--- config.mk ---
export PLATFORM = sky130hd
export DESIGN_NAME = smag_guard
export DESIGN_NICKNAME = d
export VERILOG_FILES = /design/src/logic/smag_pkg.sv /design/src/logic/smag_decide.sv /design/src/logic/smag_guard.sv
export SDC_FILE = /design/constraint.sdc
export NUM_CORES = 1
export LEC_CHECK = 0
export ABC_AREA = 1
export ABC_CLOCK_PERIOD_IN_PS = 2100
export BUFFER_PORTS_ARGS = -buffer_cell sky130_fd_sc_hd__buf_2
export CAP_MARGIN = 20
export CORE_ASPECT_RATIO = 0.7
export CORE_MARGIN = 1
export CORE_UTILIZATION = 51
export CTS_CLUSTER_SIZE = 20
export DETAILED_ROUTE_END_ITERATION = 6
export HOLD_SLACK_MARGIN = 0.15
export PLACE_DENSITY = 0.89
export REMOVE_ABC_BUFFERS = 1
export SYNTH_ARGS = -nofsm -noshare
export SYNTH_HDL_FRONTEND = slang
export SYNTH_SLANG_ARGS = --single-unit
--- constraint.sdc ---
create_clock -name aclk -period 2.1 [get_ports aclk]
set_input_delay 0.21 -clock aclk [delete_from_list [all_inputs] [get_ports aclk]]
set_output_delay 0.21 -clock aclk [all_outputs]
set_load 0.01 [all_outputs]
--- src/logic/smag_pkg.sv ---
// Package for the register access guard: modes, groups, map and register layout
package smag_pkg;

   // CPU privilege modes
   typedef enum logic [2:0] {
      SMAG_MODE_BOOT = 3'h0,
      SMAG_MODE_TEST = 3'h1,
      SMAG_MODE_FW   = 3'h2,
      SMAG_MODE_SYS  = 3'h3,
      SMAG_MODE_USER = 3'h4
   } smag_mode_t;

   // Register groups behind the guard
   typedef enum logic [2:0] {
      SMAG_GRP_CPU_SHARED = 3'h0,
      SMAG_GRP_CPU_BANKED = 3'h1,
      SMAG_GRP_SEGCFG     = 3'h2,
      SMAG_GRP_SYSMGT     = 3'h3,
      SMAG_GRP_FWCFG      = 3'h4,
      SMAG_GRP_HWCOMP     = 3'h5,
      SMAG_GRP_TEST       = 3'h6
   } smag_grp_t;

   // Segment permission codes (rwx bits)
   localparam logic [2:0] SMAG_PERM_NONE = 3'h0;
   localparam logic [2:0] SMAG_PERM_R    = 3'h4;
   localparam logic [2:0] SMAG_PERM_RX   = 3'h5;
   localparam logic [2:0] SMAG_PERM_RW   = 3'h6;
   localparam logic [2:0] SMAG_PERM_RWX  = 3'h7;
   localparam int         SMAG_PERM_RBIT = 2;
   localparam int         SMAG_PERM_WBIT = 1;

   // Register map: address width and selected register addresses
   localparam int          SMAG_AW              = 8;
   localparam logic [7:0]  SMAG_ADDR_CPU_CONTROL_STATUS    = 8'h10;
   localparam logic [7:0]  SMAG_ADDR_CLKSEL     = 8'h80;
   localparam logic [7:0]  SMAG_ADDR_RNG_OUT    = 8'h84;
   localparam logic [7:0]  SMAG_ADDR_KEY_LO     = 8'h90;
   localparam logic [7:0]  SMAG_ADDR_KEY_HI     = 8'h9f;
   localparam logic [7:0]  SMAG_ADDR_HW_BASE    = 8'h80;
   localparam int          SMAG_HW_BITS         = 5;

   // AXI register offsets
   localparam logic [3:0]  SMAG_OFF_FW_LOW      = 4'h0;
   localparam logic [3:0]  SMAG_OFF_FW_HIGH     = 4'h4;
   localparam logic [3:0]  SMAG_OFF_SEGBASE     = 4'h8;
   localparam logic [3:0]  SMAG_OFF_STATUS      = 4'hc;

   // Reset values: restrictive
   localparam logic [15:0] SMAG_RST_FW          = 16'h0000;
   localparam logic [31:0] SMAG_RST_SEGBASE     = 32'h0000_0000;

   // AXI responses
   localparam logic [1:0]  SMAG_RESP_OKAY       = 2'h0;
   localparam logic [1:0]  SMAG_RESP_SLVERR     = 2'h2;

   // Access request from CPU or copy engine
   typedef struct packed {
      logic             valid;
      logic             write;
      logic [7:0]       addr;
      smag_grp_t        grp;
      logic [31:0]      wdata;
      smag_mode_t       mode;
      logic [2:0]       seg_perm;
      logic             seg_tbl_wr;
   } smag_req_t;

   // Result toward the register groups
   typedef struct packed {
      logic             wr_en;
      logic             rd_ok;
      logic             denied;
      logic [7:0]       addr;
      logic [31:0]      wdata;
   } smag_res_t;

endpackage : smag_pkg

--- src/logic/smag_decide.sv ---
// Combinational access decision for one register access
`timescale 1ns/1ps
module smag_decide
(
   // Access and attributes
   input  wire smag_pkg::smag_req_t req,
   input  wire logic [31:0]         fw_perm,
   input  wire logic [31:0]         seg_base,
   // Decision
   output logic                     allow_wr,
   output logic                     allow_rd
);
   import smag_pkg::*;

   logic fw_bit;
   logic is_key;
   logic tbl_ok;

   // Firewall permission bit chosen by low address bits of the hw window
   assign fw_bit = fw_perm[req.addr[SMAG_HW_BITS-1:0]];
   assign is_key = (req.addr >= SMAG_ADDR_KEY_LO) && (req.addr <= SMAG_ADDR_KEY_HI);
   // A zero table base disables every segment
   assign tbl_ok = (seg_base != SMAG_RST_SEGBASE);

   // Decision table by group and mode
   always_comb
   begin
      allow_wr = 1'b0;
      allow_rd = 1'b0;
      case (req.grp)
         SMAG_GRP_CPU_SHARED:
         begin
            allow_wr = 1'b1;
            allow_rd = 1'b1;
         end
         SMAG_GRP_CPU_BANKED:
         begin
            // Boot, test and firmware never see banked copies
            allow_wr = (req.mode == SMAG_MODE_SYS) || (req.mode == SMAG_MODE_USER);
            allow_rd = allow_wr;
         end
         SMAG_GRP_SEGCFG:
         begin
            allow_wr = (req.mode == SMAG_MODE_SYS);
            allow_rd = allow_wr;
         end
         SMAG_GRP_SYSMGT:
         begin
            // Writes from system, boot and test modes; reads only the status exception
            allow_wr = (req.mode == SMAG_MODE_SYS) || (req.mode == SMAG_MODE_BOOT)
                       || (req.mode == SMAG_MODE_TEST);
            allow_rd = (req.addr == SMAG_ADDR_CPU_CONTROL_STATUS)
                       && ((req.mode == SMAG_MODE_FW) || (req.mode == SMAG_MODE_USER)
                           || (req.mode == SMAG_MODE_SYS));
         end
         SMAG_GRP_FWCFG:
         begin
            allow_wr = (req.mode != SMAG_MODE_USER) && (req.mode != SMAG_MODE_FW);
            allow_rd = (req.mode != SMAG_MODE_USER);
         end
         SMAG_GRP_HWCOMP:
         begin
            case (req.mode)
               SMAG_MODE_FW:
               begin
                  allow_wr = fw_bit;
                  allow_rd = fw_bit || (req.addr == SMAG_ADDR_CLKSEL);
               end
               SMAG_MODE_USER:
               begin
                  // Segment descriptor of the fetching segment decides
                  allow_wr = tbl_ok && req.seg_perm[SMAG_PERM_WBIT];
                  allow_rd = tbl_ok && req.seg_perm[SMAG_PERM_RBIT];
               end
               default:
               begin
                  allow_wr = 1'b1;
                  allow_rd = 1'b1;
               end
            endcase
            if (req.addr == SMAG_ADDR_RNG_OUT)
            begin
               allow_wr = 1'b0;
            end
            if (is_key)
            begin
               allow_rd = 1'b0;
            end
         end
         SMAG_GRP_TEST:
         begin
            allow_wr = (req.mode == SMAG_MODE_TEST);
            allow_rd = allow_wr;
         end
         default:
         begin
            allow_wr = 1'b0;
            allow_rd = 1'b0;
         end
      endcase
   end

endmodule : smag_decide

--- src/logic/smag_guard.sv ---
// Register access guard top: CPU and copy-engine paths plus AXI4-Lite control regs
//
// Chosen here: the AXI4-Lite slave port and the register offsets.
`timescale 1ns/1ps
// Notes on behaviour
// - Firmware hw access follows firewall registers
// - System mode reaches segment, sysmgt, firewall, hw
// - User hw access follows fetching segment descriptor
// - Copy engine keeps mode latched at start
// - Shared CPU registers open in all modes
// - Banked CPU registers open in system/user
// - Status register readable in firmware and user
// - Clock select readable in firmware always
// - Segment config refused outside system mode
// - Banked registers refused in boot/test/firmware
// - System management reads refused except status
// - Random number output is read only
// - Cipher key registers never read back
// - Restrictive defaults at reset, not overridable
// - Firmware integrity function sees whole EEPROM
// - Other firmware confined by firewall region
// - Exchange RAM controlled by system mode
// - System mode relocates and edits segment table
// - User mode cannot change table base
// - User table edits: seg_tbl_wr unused, segment config writes refused
// - Reset zeroes table base, disabling segments
// - Segment permission codes per memory type
module smag_guard
(
   // Clock and reset
   input  wire  logic                aclk,
   input  wire  logic                aresetn,
   // CPU access
   input  wire  smag_pkg::smag_req_t cpu_req,
   output logic                      cpu_ok_q,
   output smag_pkg::smag_res_t       cpu_res_q,
   // Copy engine access
   input  wire  logic                cpy_start,
   input  wire  logic                cpy_done,
   input  wire  smag_pkg::smag_req_t cpy_req,
   output logic                      cpy_ok_q,
   output smag_pkg::smag_res_t       cpy_res_q,
   // Read data return from register groups
   input  wire  logic [31:0]         grp_rdata,
   output logic [31:0]               cpu_rdata_q,
   // Memory attribute outputs
   output logic [31:0]               seg_base_q,
   output logic                      exch_ram_sys_q,
   output logic                      fw_eeprom_full_q,
   // AXI4-Lite slave
   input  wire  logic [3:0]          s_awaddr,
   input  wire  logic                s_awvalid,
   output logic                      s_awready,
   input  wire  logic [31:0]         s_wdata,
   input  wire  logic [3:0]          s_wstrb,
   input  wire  logic                s_wvalid,
   output logic                      s_wready,
   output logic [1:0]                s_bresp,
   output logic                      s_bvalid,
   input  wire  logic                s_bready,
   input  wire  logic [3:0]          s_araddr,
   input  wire  logic                s_arvalid,
   output logic                      s_arready,
   output logic [31:0]               s_rdata,
   output logic [1:0]                s_rresp,
   output logic                      s_rvalid,
   input  wire  logic                s_rready
);
   import smag_pkg::*;

   // ************************************************************
   // State
   // ************************************************************
   typedef struct packed {
      logic [15:0] fw_low;
      logic [15:0] fw_high;
      logic [31:0] seg_base;
      logic        cpy_busy;
      smag_mode_t  cpy_mode;
      logic        cpu_ok;
      smag_res_t   cpu_res;
      logic        cpy_ok;
      smag_res_t   cpy_res;
      logic [31:0] cpu_rdata;
      logic        aw_got;
      logic [3:0]  aw_addr;
      logic        w_got;
      logic [31:0] w_data;
      logic [3:0]  w_strb;
      logic        bvalid;
      logic [1:0]  bresp;
      logic        rvalid;
      logic [31:0] rdata;
      logic [1:0]  rresp;
      logic        rd_last_ok;
      logic        attr_on;
   } smag_state_t;

   smag_state_t s_q;
   smag_state_t s_d;

   smag_req_t   cpy_eff;
   logic        cpu_wr;
   logic        cpu_rd;
   logic        cpy_wr;
   logic        cpy_rd;
   logic        bus_sys;

   // ************************************************************
   // Decision instances
   // ************************************************************
   // Copy engine uses the mode latched when the copy started
   always_comb
   begin
      cpy_eff = cpy_req;
      if (s_q.cpy_busy)
      begin
         cpy_eff.mode = s_q.cpy_mode;
      end
   end

   smag_decide u_cpu_dec
   (
      .req      (cpu_req),
      .fw_perm  ({s_q.fw_high, s_q.fw_low}),
      .seg_base (s_q.seg_base),
      .allow_wr (cpu_wr),
      .allow_rd (cpu_rd)
   );

   smag_decide u_cpy_dec
   (
      .req      (cpy_eff),
      .fw_perm  ({s_q.fw_high, s_q.fw_low}),
      .seg_base (s_q.seg_base),
      .allow_wr (cpy_wr),
      .allow_rd (cpy_rd)
   );

   // Control registers are configured only by system-mode software
   assign bus_sys = (cpu_req.mode == SMAG_MODE_SYS);

   // ************************************************************
   // Next state
   // ************************************************************
   always_comb
   begin
      s_d = s_q;
      // Attribute outputs rise only once reset has been released
      s_d.attr_on = 1'b1;

      // Copy engine mode latch; start wins over done
      if (cpy_start)
      begin
         s_d.cpy_busy = 1'b1;
         s_d.cpy_mode = cpu_req.mode;
      end
      else if (cpy_done)
      begin
         s_d.cpy_busy = 1'b0;
      end

      // CPU result: refused accesses lose both write and read strobes
      s_d.cpu_ok          = cpu_req.valid && (cpu_req.write ? cpu_wr : cpu_rd);
      s_d.cpu_res.wr_en   = cpu_req.valid && cpu_req.write && cpu_wr;
      s_d.cpu_res.rd_ok   = cpu_req.valid && !cpu_req.write && cpu_rd;
      s_d.cpu_res.denied  = cpu_req.valid && !s_d.cpu_ok;
      s_d.cpu_res.addr    = cpu_req.addr;
      // Write data passes only with a granted write; seg_tbl_wr plays no part
      s_d.cpu_res.wdata   = s_d.cpu_res.wr_en ? cpu_req.wdata : 32'h0000_0000;
      s_d.rd_last_ok      = s_d.cpu_res.rd_ok;
      // Read data of a refused read never leaves as anything but zero
      s_d.cpu_rdata       = s_q.rd_last_ok ? grp_rdata : 32'h0000_0000;

      // Copy engine result
      s_d.cpy_ok          = cpy_req.valid && (cpy_req.write ? cpy_wr : cpy_rd);
      s_d.cpy_res.wr_en   = cpy_req.valid && cpy_req.write && cpy_wr;
      s_d.cpy_res.rd_ok   = cpy_req.valid && !cpy_req.write && cpy_rd;
      s_d.cpy_res.denied  = cpy_req.valid && !s_d.cpy_ok;
      s_d.cpy_res.addr    = cpy_req.addr;
      s_d.cpy_res.wdata   = s_d.cpy_res.wr_en ? cpy_req.wdata : 32'h0000_0000;

      // AXI write channel capture, address and data in either order
      if (s_awready && s_awvalid)
      begin
         s_d.aw_got  = 1'b1;
         s_d.aw_addr = s_awaddr;
      end
      if (s_wready && s_wvalid)
      begin
         s_d.w_got  = 1'b1;
         s_d.w_data = s_wdata;
         s_d.w_strb = s_wstrb;
      end
      if (s_q.bvalid && s_bready)
      begin
         s_d.bvalid = 1'b0;
      end
      if (s_q.aw_got && s_q.w_got && !s_q.bvalid)
      begin
         s_d.aw_got = 1'b0;
         s_d.w_got  = 1'b0;
         s_d.bvalid = 1'b1;
         s_d.bresp  = bus_sys ? SMAG_RESP_OKAY : SMAG_RESP_SLVERR;
         if (bus_sys)
         begin
            case (s_q.aw_addr)
               SMAG_OFF_FW_LOW:
               begin
                  if (s_q.w_strb[0]) s_d.fw_low[7:0]  = s_q.w_data[7:0];
                  if (s_q.w_strb[1]) s_d.fw_low[15:8] = s_q.w_data[15:8];
               end
               SMAG_OFF_FW_HIGH:
               begin
                  if (s_q.w_strb[0]) s_d.fw_high[7:0]  = s_q.w_data[7:0];
                  if (s_q.w_strb[1]) s_d.fw_high[15:8] = s_q.w_data[15:8];
               end
               SMAG_OFF_SEGBASE:
               begin
                  for (int i = 0; i < 4; i++)
                  begin
                     if (s_q.w_strb[i])
                     begin
                        s_d.seg_base[8*i +: 8] = s_q.w_data[8*i +: 8];
                     end
                  end
               end
               SMAG_OFF_STATUS:
               begin
                  s_d.bresp = SMAG_RESP_OKAY;
               end
               default:
               begin
                  s_d.bresp = SMAG_RESP_SLVERR;
               end
            endcase
         end
      end

      // AXI read
      if (s_q.rvalid && s_rready)
      begin
         s_d.rvalid = 1'b0;
      end
      if (s_arvalid && s_arready)
      begin
         s_d.rvalid = 1'b1;
         s_d.rresp  = SMAG_RESP_OKAY;
         case (s_araddr)
            SMAG_OFF_FW_LOW:  s_d.rdata = {16'h0000, s_q.fw_low};
            SMAG_OFF_FW_HIGH: s_d.rdata = {16'h0000, s_q.fw_high};
            SMAG_OFF_SEGBASE: s_d.rdata = s_q.seg_base;
            SMAG_OFF_STATUS:  s_d.rdata = {28'h0000000, s_q.cpy_mode, s_q.cpy_busy};
            default:
            begin
               s_d.rdata = 32'h0000_0000;
               s_d.rresp = SMAG_RESP_SLVERR;
            end
         endcase
      end
   end

   // ************************************************************
   // Registers
   // ************************************************************
   // Reset loads fixed restrictive values; nothing can preset them
   always_ff @(posedge aclk)
   begin
      if (!aresetn)
      begin
         s_q          <= '0;
         s_q.fw_low   <= SMAG_RST_FW;
         s_q.fw_high  <= SMAG_RST_FW;
         s_q.seg_base <= SMAG_RST_SEGBASE;
         s_q.cpy_mode <= SMAG_MODE_BOOT;
      end
      else
      begin
         s_q <= s_d;
      end
   end

   // ************************************************************
   // Outputs
   // ************************************************************
   assign cpu_ok_q         = s_q.cpu_ok;
   assign cpu_res_q        = s_q.cpu_res;
   assign cpy_ok_q         = s_q.cpy_ok;
   assign cpy_res_q        = s_q.cpy_res;
   assign cpu_rdata_q      = s_q.cpu_rdata;
   assign seg_base_q       = s_q.seg_base;
   // Exchange RAM owned by system mode, fixed by construction
   assign exch_ram_sys_q   = s_q.attr_on;
   // Firmware EEPROM integrity path spans all of EEPROM once out of reset
   assign fw_eeprom_full_q = s_q.attr_on;
   assign s_awready        = !s_q.aw_got && !s_q.bvalid;
   assign s_wready         = !s_q.w_got && !s_q.bvalid;
   assign s_bvalid         = s_q.bvalid;
   assign s_bresp          = s_q.bresp;
   assign s_arready        = !s_q.rvalid;
   assign s_rvalid         = s_q.rvalid;
   assign s_rdata          = s_q.rdata;
   assign s_rresp          = s_q.rresp;
endmodule : smag_guard

# Word level (Yosys, flattened, before mapping)
# Cells that the tools add are included.
# classes
n_lt_le_gt_ge,6
n_bitwise,1
n_reduce_logical,75
n_eq_ne,36
muxes,31
# ops
cell,n
$pmux 32 s4,1
$mux 35,1
$eq 8x8->1 const B,4
$reduce_and 4->1,8
$reduce_bool 32->1,1
$logic_and 1x1->1,31
$pmux 1 s7,4
$eq 3x2->1 const B,8
$eq 3x3->1 const B,8
$eq 4x4->1 const B,4
$eq 8x5->1 const B,2
$ge 8x8->1 const B,2
$le 8x8->1 const B,2
$mux 1,13
$eq 3x1->1 const B,4
$logic_not 3->1,4
$logic_or 1x1->1,12
$lt 5x6->1 const B,2
$bmux 1 s5,2
$eq 4x3->1 const B,2
$logic_not 1->1,8
$logic_not 4->1,2
$pmux 1 s2,4
$mux 2,3
other kinds (10),17
# totals
output_inout_bits,195
in_bits,189
reg_bits,269
wordCells,183

# Longest topological paths before layout
# Gate-level depths: netlist of run 1.
# logic_depth
ltp_word,10
depth_mapped,15
mapped_depth_nobuf,15

# Hierarchy
# Synthesis of run 1 repeated with hierarchy kept, for this count alone.
# hier_totals
cells_unflattened,1655
hier_area_um2,12044.1
# by_module_without_submodules
mod,area_each_um2,seq_area_each_um2,cells_per_inst,n_inst
smag_guard,10522.6,5345.1,1309,1
smag_decide,760.7,0.0,173,2

# Worst setup path before layout of run 1
# No wires, ideal clock.
# synth_path
path_kind,flip-flop to flip-flop
from,"register s_q, in the netlist s_bvalid"
to,"register, netlist name seg_base_q[29]"
synth_period_minus_slack_ps,1641
setup_slack_ps,459
path_stages_with_launch,8
setup_time_ps,128
t_required_ps,1972
n_path_buf,1
arrival_ps,1513
path_cell_list,dfxtp_1 > nor3_2 > nand2_1 > nor3_1 > nand3_1 > clkbuf_1 > o21ai_0 > a21oi_1
# synth_via
elab_chain_len,3
# synth_lines
element,line_no,text
"start, declared",smag_guard.sv:99,smag_state_t s_q;
$logic_not 1->1,smag_guard.sv:199,if (s_q.aw_got && s_q.w_got && !s_q.bvalid)
$logic_and 1x1->1,smag_guard.sv:199,
$reduce_and 4->1 (no line),n/a,
# Every way passes these cells.
# A chain may end at the register's enable or synchronous reset.

# Worst setup path after layout of run 1
# layout_path
from,input cpu_req[43] (netlist bit)
to,"register s_q, in the netlist cpu_res_q[10]"
# layout_via
elab_chain_len,7
word_cells_on_any_way,8
cone_classes,eq/ne: 1; mux: 5; reduce/logical: 2
# layout_lines
element,line_no,text
"start, declared",smag_guard.sv:34,"input wire smag_pkg::smag_req_t cpu_req,"
$bmux 1 s5,smag_decide.sv:20,assign fw_bit = fw_perm[req.addr[SMAG_HW_BITS-1:0]];
$mux 1 (not written as such),smag_decide.sv:20,
$pmux 1 s2,smag_decide.sv:63,case (req.mode)
$mux 1 *,smag_decide.sv:81,if (req.addr == SMAG_ADDR_RNG_OUT)
$pmux 1 s7 *,smag_decide.sv:30,case (req.grp)
$logic_and 1x1->1 *,smag_guard.sv:165,s_d.cpu_res.wr_en = cpu_req.valid && cpu_req.write && cpu_wr;
$reduce_and 2->1 (no line) *,n/a,
# Mark *: on every way between the ends. The rest lies on a longest branch, timed or not. The select of a mux whose other input is x is not followed.

==> metrics.txt, run 1 <==
status finished clean; total power ~11000 uW; setup violators final 0; post-place setup slack 0.160 ns; Sequential Area ~0.0053 mm2; Ports roughly 380; Synth area leaders dfxtp_1 (46%), buf_4 (12%), nor2_1 (7.3%); CTS clk-pin slew, worst paths around 0.070 ns; R2R depth 15; Root Driver clkbuf_16; Tcrit/Tclk final 0.982; Vias/cell 5.27; clock sinks 267; vias in the first global route between 10000 and 15000; largest net degree at the start of global routing between 80 and 90; sequential-to-total area share from yosys stat 0.460; fillcell total 1580; hold path depth 4; core region area between 0.02 and 0.025 mm2; Pre-Repair DR Iteration Count 6; Pleak around 0.0077 uW; layout overhead on the synthesized area 30.5%; multi-input logic area 0.00378 mm2; hpwl dp 25.6 mm; Power per Cell Area approximately 740 mW/mm2; Final Hold Viols 0; Worst Hold Slack 0.228 ns; Synth Warn # 0; worst path required time 2.56 ns; Netlist cell types 33; maximum vdd drop ~540 uV; Setup WS post-layout roughly 0.038 ns; Post-CTS Setup Bufs 0; post-synth top area share 0.460; global-route wire length before repair 61.5 mm; CTS buffer count 26; Overflow after GRT 0; Placement Rows 45; flops & latches, synth ~270; H-tree depth 1; IO Port Bufs ~380; Slew HR 0.618; Worst-Margin Slew about 0.57 ns; # nets final ~2100; CP max FO 17; share of cells above drive strength 1 0.252; area leader, netlist dfxtp_1; drt drc 0; HP Class primary input to flop; CP endpoint kind flop; Crit Reg-Reg Startpoint s_q[205]; worst path arrival time between 2 and 3 ns; Die H ~130 um; CP Class primary input to flop; gp weighted congestion roughly 0.98; commonest non-fill, non-tap cell in the layout buf_2; via count 11901; maximum clock path buffer count 3; routed len/inst about 18 um; fin. max-slew vios 0; R2R Setup Slk between 0.1 and 0.15 ns; Syn Inst Count ~1600; synthesized cell area about 0.012 mm2; Startpoint Class primary input; Die W around 180 um; fmax approximately 0.48 GHz; Die ar. approximately 0.023 mm2; Tot GR Track Use 0.340; CTS tree built; Max-Cap Viols 0; number of DRC markers in iteration 0 1531; Mapped Avg Cell Area ~7.5 um2; hold path endpoint s_q[42]; commonest cells after routing, fill and taps aside buf_2 (376), dfxtp_1 (267), nor2_1 (225); Final min period a little over 2 ns; Worst-Skew Late Latency 0.54 ns; initial antenna violation count 4; Critical R2R Capture cpy_res_q[24]; hold wc startpoint s_wvalid; clk_skew approximately 0.014 ns; starting density of the core 0.528; ANT nets after route 0; Total Wirelength ~42 mm
-- per-layer routing --
layer	track usage	vias to the layer above	wire length (um)
li1	-	5446	-
met1	0.413	5378	15900
met2	0.542	858	18700
met3	0.105	219	4690
met4	0.186	0	2430
met5	0	-	0
-- synth_stat cells (all sizes together) --
master	instances
a211oi	9
a21oi	96
a31oi	3
buf	209
clkbuf	35
clkinv	4
conb	1
dfxtp	267
inv	228
nand2	194
nand3	60
nand4	7
nor2	246
nor3	27
nor4	11
o211ai	5
o21a	2
o21ai	129
o221ai	5
o22ai	15
o31ai	1
o41ai	1
or2	1
-- per-stage QoR --
stage,util,instance area [um2],cells,TNS [ns]
global route,0.689,15200,2256,-0.356
CTS,0.687,15100,2252,0
detailed placement,0.567,12500,2024,0
finish,0.689,15200,2259,0
floorplan,-,9960,1313,0
global placement,0.567,12500,2024,0
-- final cells by class --
type | instances | area share
flip-flops and latches | 267 | 0.352
clock buffers | 29 | 0.0450
repair buffers | 589 | 0.262
well taps | 305 | 0.0251
inverters | 232 | 0.0576
clock inverters | 16 | 0.00824
multi-input cells | 816 | 0.249
diodes | 5 | 0.000824
-- timing repair --
| item | in CTS | in global routing |
|---|---|---|
| hold buffers | 183 | 0 |
| setup endpoints to repair | 0 | 53 |
| gates resized for setup | 0 | 5 |
| endpoints found under the hold margin | 167 | 0 |
-- registers in the layout, indices dropped and copies added (netlist names) --
register	flops
s_q	79
s_rresp	1
cpy_ok_q	1
cpu_rdata_q	32
s_bresp	1
cpu_ok_q	1
s_rdata	32
exch_ram_sys_q	1
s_bvalid	1
s_rvalid	1
cpu_res_q	42
cpy_res_q	43
seg_base_q	32
-- kinds of logic after synthesis --
family,share of synthesized area
simple gates,0.200
buf+inv,0.219
flops,0.460
compound gates,0.122
other cells,0.000322
-- worst max-delay path by stage --
stage	from	to	slack, ns	cells past startpoint
final	cpu_req[43]	cpu_res_q[10]	0.04	13
after CTS	s_bvalid	s_q[53]	0.09	6
after global placement	s_q[204]	cpy_res_q[26]	0.22	13
after floorplan	s_bvalid	s_q[40]	0.30	5
after global routing	cpu_req[43]	cpu_res_q[23]	-0.05	13
after detailed placement	cpu_req[42]	cpu_res_q[29]	0.16	12
-- worst max-delay path: stages --
cell	delay, ns
dlygate4sd3_1	0.55
buf_2	0.15
buf_4	0.19
o21ai_0	0.09
o21ai_0	0.22
a21oi_1	0.10
nand2_1	0.10
nand3_1	0.14
nand2_1	0.10
nand2_1	0.06
nand2_2	0.19
nand3_4	0.26
nor2_1	0.18
-- power breakdown --
part / internal (uW) / total, uW / switching [uW]
clock: 2470 / 4530 / 2050
sequential: 5230 / 5320 / 97.0
combinational: 620 / 1390 / 769
total: 8320 / 11200 / 2920
No activity file was read; power rests on OpenSTA's default activity.
==> inputs of run 2 (changes only) <==
- BUFFER_PORTS_ARGS: -buffer_cell sky130_fd_sc_hd__buf_2 -> -buffer_cell sky130_fd_sc_hd__buf_4
==> metrics.txt, run 2 (synthesized netlist as in run 1, its figures left out) <==
Root Driver clkbuf_16; unrepaired setup endpoints after global routing yes; drt drc a little under 50; Vias/cell between 5 and 6; Gate power share 0.133; Die W ~180 um; starting density of the core 0.528; Switch Pwr 3070 uW; Max-Cap Viols 0; Ports 384; sequential fraction of design power 0.442; Power per Cell Area about 730 mW/mm2; CP Class primary input to flop; Pleak about 0.0080 uW; global-route wire length before repair approximately 66 mm; core region area 0.0220 mm2; via count roughly 12000; CTS buffer count 26; layout overhead on the synthesized area 41.7%; initial antenna violation count 7; Final Hold Viols 0; violated checks DRC, setup timing; IO Port Bufs 377; worst path arrival time between 2 and 3 ns; setup violators final 18; CTS clk-pin slew, worst paths roughly 0.07 ns; fmax about 0.46 GHz; post-place setup slack ~0.14 ns; H-tree depth 1; CTS tree built; largest net degree at the start of global routing 49; clk_skew around 0.018 ns; final core utilization 0.749; Final min period approximately 2.2 ns; maximum clock path buffer count 3; Worst-Skew Late Latency around 0.54 ns; # nets final approximately 2100; commonest cells after routing, fill and taps aside buf_4 (420), dfxtp_1 (266), nor2_1 (224); worst path required time about 2.5 ns; fin. max-slew vios 0; Startpoint Class primary input; Clk network pwr share 0.426; CP endpoint kind flop; status finished with violations; ANT nets after route 0; Die H between 100 and 150 um; Placement Rows 45; Tot GR Track Use 0.365; gp weighted congestion roughly 1; hpwl dp between 20 and 30 mm; Die ar. 0.0234 mm2; Tcrit/Tclk final 1.03; switching share of power 0.254; Int Power about 9000 uW; vias in the first global route 11936; Setup WS post-layout -0.0595 ns; number of DRC markers in iteration 0 ~1600; Pre-Repair DR Iteration Count 7; number of flip-flops in the largest register 79; Biggest register s_q; maximum vdd drop 603 uV; clock sinks ~270; routed len/inst 20.0 um; Worst-Margin Slew slightly above 0.6 ns; HP Class primary input to flop; commonest non-fill, non-tap cell in the layout buf_4; Slew HR 0.580; Total Wirelength ~46 mm; CP max FO 9; share of cells above drive strength 1 0.264; Overflow after GRT 0
-- run 2: cell types whose count changed in the layout (fill, tap and decap cells not counted), sizes merged --
| cell | before | now |
|---|---|---|
| buf | 406 | 423 |
| clkinv | 16 | 7 |
| clkbuf | 29 | 35 |
| bufinv | 1 | 4 |
| clkinvlp | 3 | 6 |
| inv | 228 | 230 |
| diode | 5 | 6 |
| dlygate4sd3 | 183 | 184 |
| nand3 | 62 | 63 |
-- run 2: timing repair --
action / CTS / global route
setup endpoints to repair: 0 / 83
hold endpoints to repair: 177 / 0
hold buffers: 184 / 0
setup buffers: 0 / 9
gates resized for setup: 0 / 22
-- run 2: area by class of cell --
| type | instances | area [um2] |
|---|---|---|
| Timing Repair Buffer | 609 | 5080 |
| Sequential cell | 267 | 5350 |
| Antenna cell | 6 | 15.0 |
| Clock inverter | 15 | 195 |
| Multi-Input combinational cell | 817 | 3840 |
| Clock buffer | 33 | 738 |
| Fill cell | 1413 | 5530 |
| Tap cell | 305 | 382 |
| Inverter | 232 | 888 |
-- run 2: path summary, 6_finish.rpt --
| check | from | end | slack, ns | cells after the start |
|---|---|---|---|---|
| worst min-delay path | cpu_req[42] | cpu_res_q[32] | 0.19 | 4 |
| worst min register to register | s_rdata[6] | s_rdata[6] | 0.48 | 2 |
| worst max-delay path | cpu_req[5] | cpu_res_q[29] | -0.06 | 11 |
| worst max register to register | seg_base_q[15] | cpu_res_q[29] | 0.11 | 12 |
-- run 2: critical path, cell delays in order --
cell	delay [ns]
dlygate4sd3_1	0.59
buf_4	0.15
inv_1	0.10
nand3_1	0.17
inv_1	0.12
a211oi_1	0.34
o21ai_1	0.16
nor2_1	0.20
nand2_2	0.22
nand3_4	0.23
nor2_1	0.09
-- run 2: power groups by stage --
stage                     Clock, uW  Sequential [uW]  Combinational [uW]
final                          5140             5330                1600
after global routing           5360             5340                1710
after CTS                      5080             5320                1470
after detailed placement          0             5430                1160
after global placement            0             5420                1130
after floorplan                   0             5440                 469
-- run 2: metal layers --
layer,share of wire,wire length (um),global-route usage
met1,0.36,16200,0.423
met2,0.45,20600,0.590
met3,0.12,5340,0.118
met4,0.073,3310,0.231
met5,0.0011,50,0.0120
-- run 2: through the flow --
| step | std cells | area, um2 | power (uW) | hold slack [ns] | TNS [ns] |
|---|---|---|---|---|---|
| floorplan | 1313 | 9960 | 5910 | 0.238 | 0 |
| global placement | 2033 | 13500 | 6550 | 0.411 | 0 |
| detailed placement | 2033 | 13500 | 6590 | 0.412 | 0 |
| CTS | 2265 | 16200 | 11900 | 0.162 | 0 |
| global route | 2283 | 16500 | 12400 | 0.202 | -3.07 |
| finish | 2284 | 16500 | 12100 | 0.195 | -0.446 |
==> inputs of run 3 (changes only) <==
- CORE_UTILIZATION: 51 -> 40
- PLACE_DENSITY: 0.89 -> 0.74
- SYNTH_HIERARCHICAL: default -> 1
==> metrics.txt, run 3 <==
layout overhead on the synthesized area 41.5%; Synth top cells by count nor2_1 (317), dfxtp_1 (267), nand2_1 (234); IO Port Bufs 377; Gate power share 0.123; ANT nets after route 0; H-tree depth 1; final cell count without fillers around 2400; drt drc 0; status finished clean; largest net degree at the start of global routing 43; Root Driver clkbuf_16; Pleak a little over 0.008 uW; Biggest register s_q; Startpoint Class flop; sequential-to-total area share from yosys stat 0.444; Vias/cell around 4.9; hold wc startpoint cpu_req[5]; EDFF count, synth 0; Worst Hold Slack between 0.15 and 0.2 ns; Netlist cell types 33; Sequential Area 0.00538 mm2; hold path endpoint s_q[203]; Switch Pwr around 3000 uW; CTS tree built; number of flip-flops in the largest register approximately 80; R2R depth 13; Synth Warn # 6; via count 11943; Die ar. roughly 0.031 mm2; Ports about 380; commonest non-fill, non-tap cell in the layout buf_4; maximum clock path buffer count 3; post-place setup slack -0.116 ns; worst path arrival time approximately 2.5 ns; TNS Setup 0 ns; flops & latches, synth 267; Power per Cell Area approximately 710 mW/mm2; Critical R2R Capture cpu_res_q[3]; routed len/inst about 17 um; Pre-Repair DR Iteration Count 6; Overflow after GRT 0; CP endpoint kind flop; post-synth top area share 0.444; vias in the first global route around 11000; multi-input logic area approximately 0.0043 mm2; Tcrit/Tclk final 0.954; setup violators final 0; switching share of power 0.247; maximum vdd drop about 550 uV; CP max FO 16; CP Class flop to flop; area leader, netlist dfxtp_1; Placement Rows between 50 and 60; Die W between 200 and 250 um; Max-Cap Viols 0; hold path depth 4; Int Power 9110 uW; global-route wire length before repair 62.3 mm; hpwl dp 28.1 mm; Final Hold Viols 0; fillcell total ~2500; # nets final between 2000 and 2500; Worst-Skew Late Latency ~0.57 ns; Async SR Flop Fraction 0; starting density of the core 0.411; Crit Reg-Reg Startpoint seg_base_q[10]; Main synth FF type dfxtp_1; number of DRC markers in iteration 0 between 1000 and 1500; Setup WS post-layout about 0.098 ns; most common cell in the netlist nor2_1; CTS buffer count 29; HP Class primary input to flop; Final min period 2.00 ns; CTS clk-pin slew, worst paths about 0.060 ns; sequential fraction of design power 0.439; Syn Inst Count about 1700; commonest cells after routing, fill and taps aside buf_4 (420), nor2_1 (306), dfxtp_1 (247); R2R Setup Slk between 0.09 and 0.1 ns; Clk network pwr share 0.439; Die H ~150 um; fin. max-slew vios 0; initial antenna violation count 4; clock sinks ~270; Total Wirelength roughly 42 mm; core region area about 0.029 mm2; fmax about 0.5 GHz; gp weighted congestion 0.928; Mapped Avg Cell Area ~7.3 um2; share of cells above drive strength 1 0.280; Synth area leaders dfxtp_1 (44%), buf_4 (12%), nor2_1 (9.9%); worst path required time between 2 and 3 ns; synthesized cell area roughly 0.012 mm2; clk_skew 0.0287 ns; Tot GR Track Use 0.259; DP Cell Count approximately 2200
run 3: changes by cell type after synthesis, moves of 10 or more:
cell,change
o22ai_1,-15
a21oi_1,-19
nand2_1,+43
nor2_2,-12
nor3_1,-11
nand3_1,+81
inv_1,-33
o21ai_0,-41
nand2_2,+12
nor2_1,+91
a21oi_2,+10
run 3: power by group through the flow:
stage / registers [uW] / clock network (uW) / logic (uW)
after floorplan: 5410 / 0 / 458
after global placement: 5410 / 0 / 1100
after detailed placement: 5410 / 0 / 1110
after CTS: 5300 / 5390 / 1400
after global routing: 5310 / 5650 / 1610
final: 5310 / 5310 / 1480
run 3: routing by layer:
layer	GRT usage	vias up	part of all wire
met3	0.0584	127	0.085
met2	0.422	585	0.46
met4	0.122	2	0.044
met5	0	-	0.00045
met1	0.325	5489	0.41
li1	-	5740	-
run 3: critical path: stages (launching register included):
cell,delay [ns]
dfxtp_1,0.45
nor2_1,0.07
nand4_1,0.14
nor3_1,0.07
buf_4,0.16
o21a_1,0.17
nand2_1,0.06
nand2_1,0.06
nand2_1,0.07
nand2_2,0.07
nor2_4,0.17
clkinv_4,0.12
clkbuf_16,0.19
nor2_1,0.12
run 3: cells by family (layout without fill, tap and decap cells):
group	count (synthesis)	after routing	synth area share
muxes	3	3	0.00280
DFF	267	267	0.444
buffers and inverters	446	855	0.208
and+or+nand+nor	743	743	0.258
other	1	5	0.000311
AOI/OAI and AO/OA	195	195	0.0865
run 3: final cells by class:
class / count / area share
Tap cell: 378 / 0.0278
Inverter: 197 / 0.0455
Clock buffer: 37 / 0.0461
Antenna cell: 3 / 0.000441
Sequential cell: 267 / 0.315
Multi-Input combinational cell: 943 / 0.252
Timing Repair Buffer: 606 / 0.301
Clock inverter: 15 / 0.0121
run 3: worst max-delay path by stage:
stage / from / end / cells past startpoint
3_3_place_gp: s_q[205] / cpy_res_q[22] / 14
3_5_place_dp: s_q[205] / cpy_res_q[22] / 14
4_1_cts: s_q[205] / cpy_res_q[22] / 14
6_report: seg_base_q[10] / cpu_res_q[3] / 13
2_1_floorplan: s_araddr[1] / s_rdata[16] / 4
5_1_grt: s_q[205] / cpy_res_q[15] / 13
run 3: metrics by stage:
step / utilization / total power (uW) / cell area, um2
6_report: 0.582 / 12100 / 17000
3_3_place_gp: 0.477 / 6500 / 14000
3_5_place_dp: 0.477 / 6530 / 14000
5_1_grt: 0.582 / 12600 / 17000
2_1_floorplan: - / 5870 / 10300
4_1_cts: 0.572 / 12100 / 16700
run 3: what timing repair did:
action | in CTS | in global routing
gates resized for setup | 5 | 69
buffers inserted | 0 | 2
hold buffers | 176 | 0
pin swaps | 0 | 8
gates cloned | 0 | 5
hold endpoints to repair | 197 | 0
endpoints found under the setup margin | 33 | 67
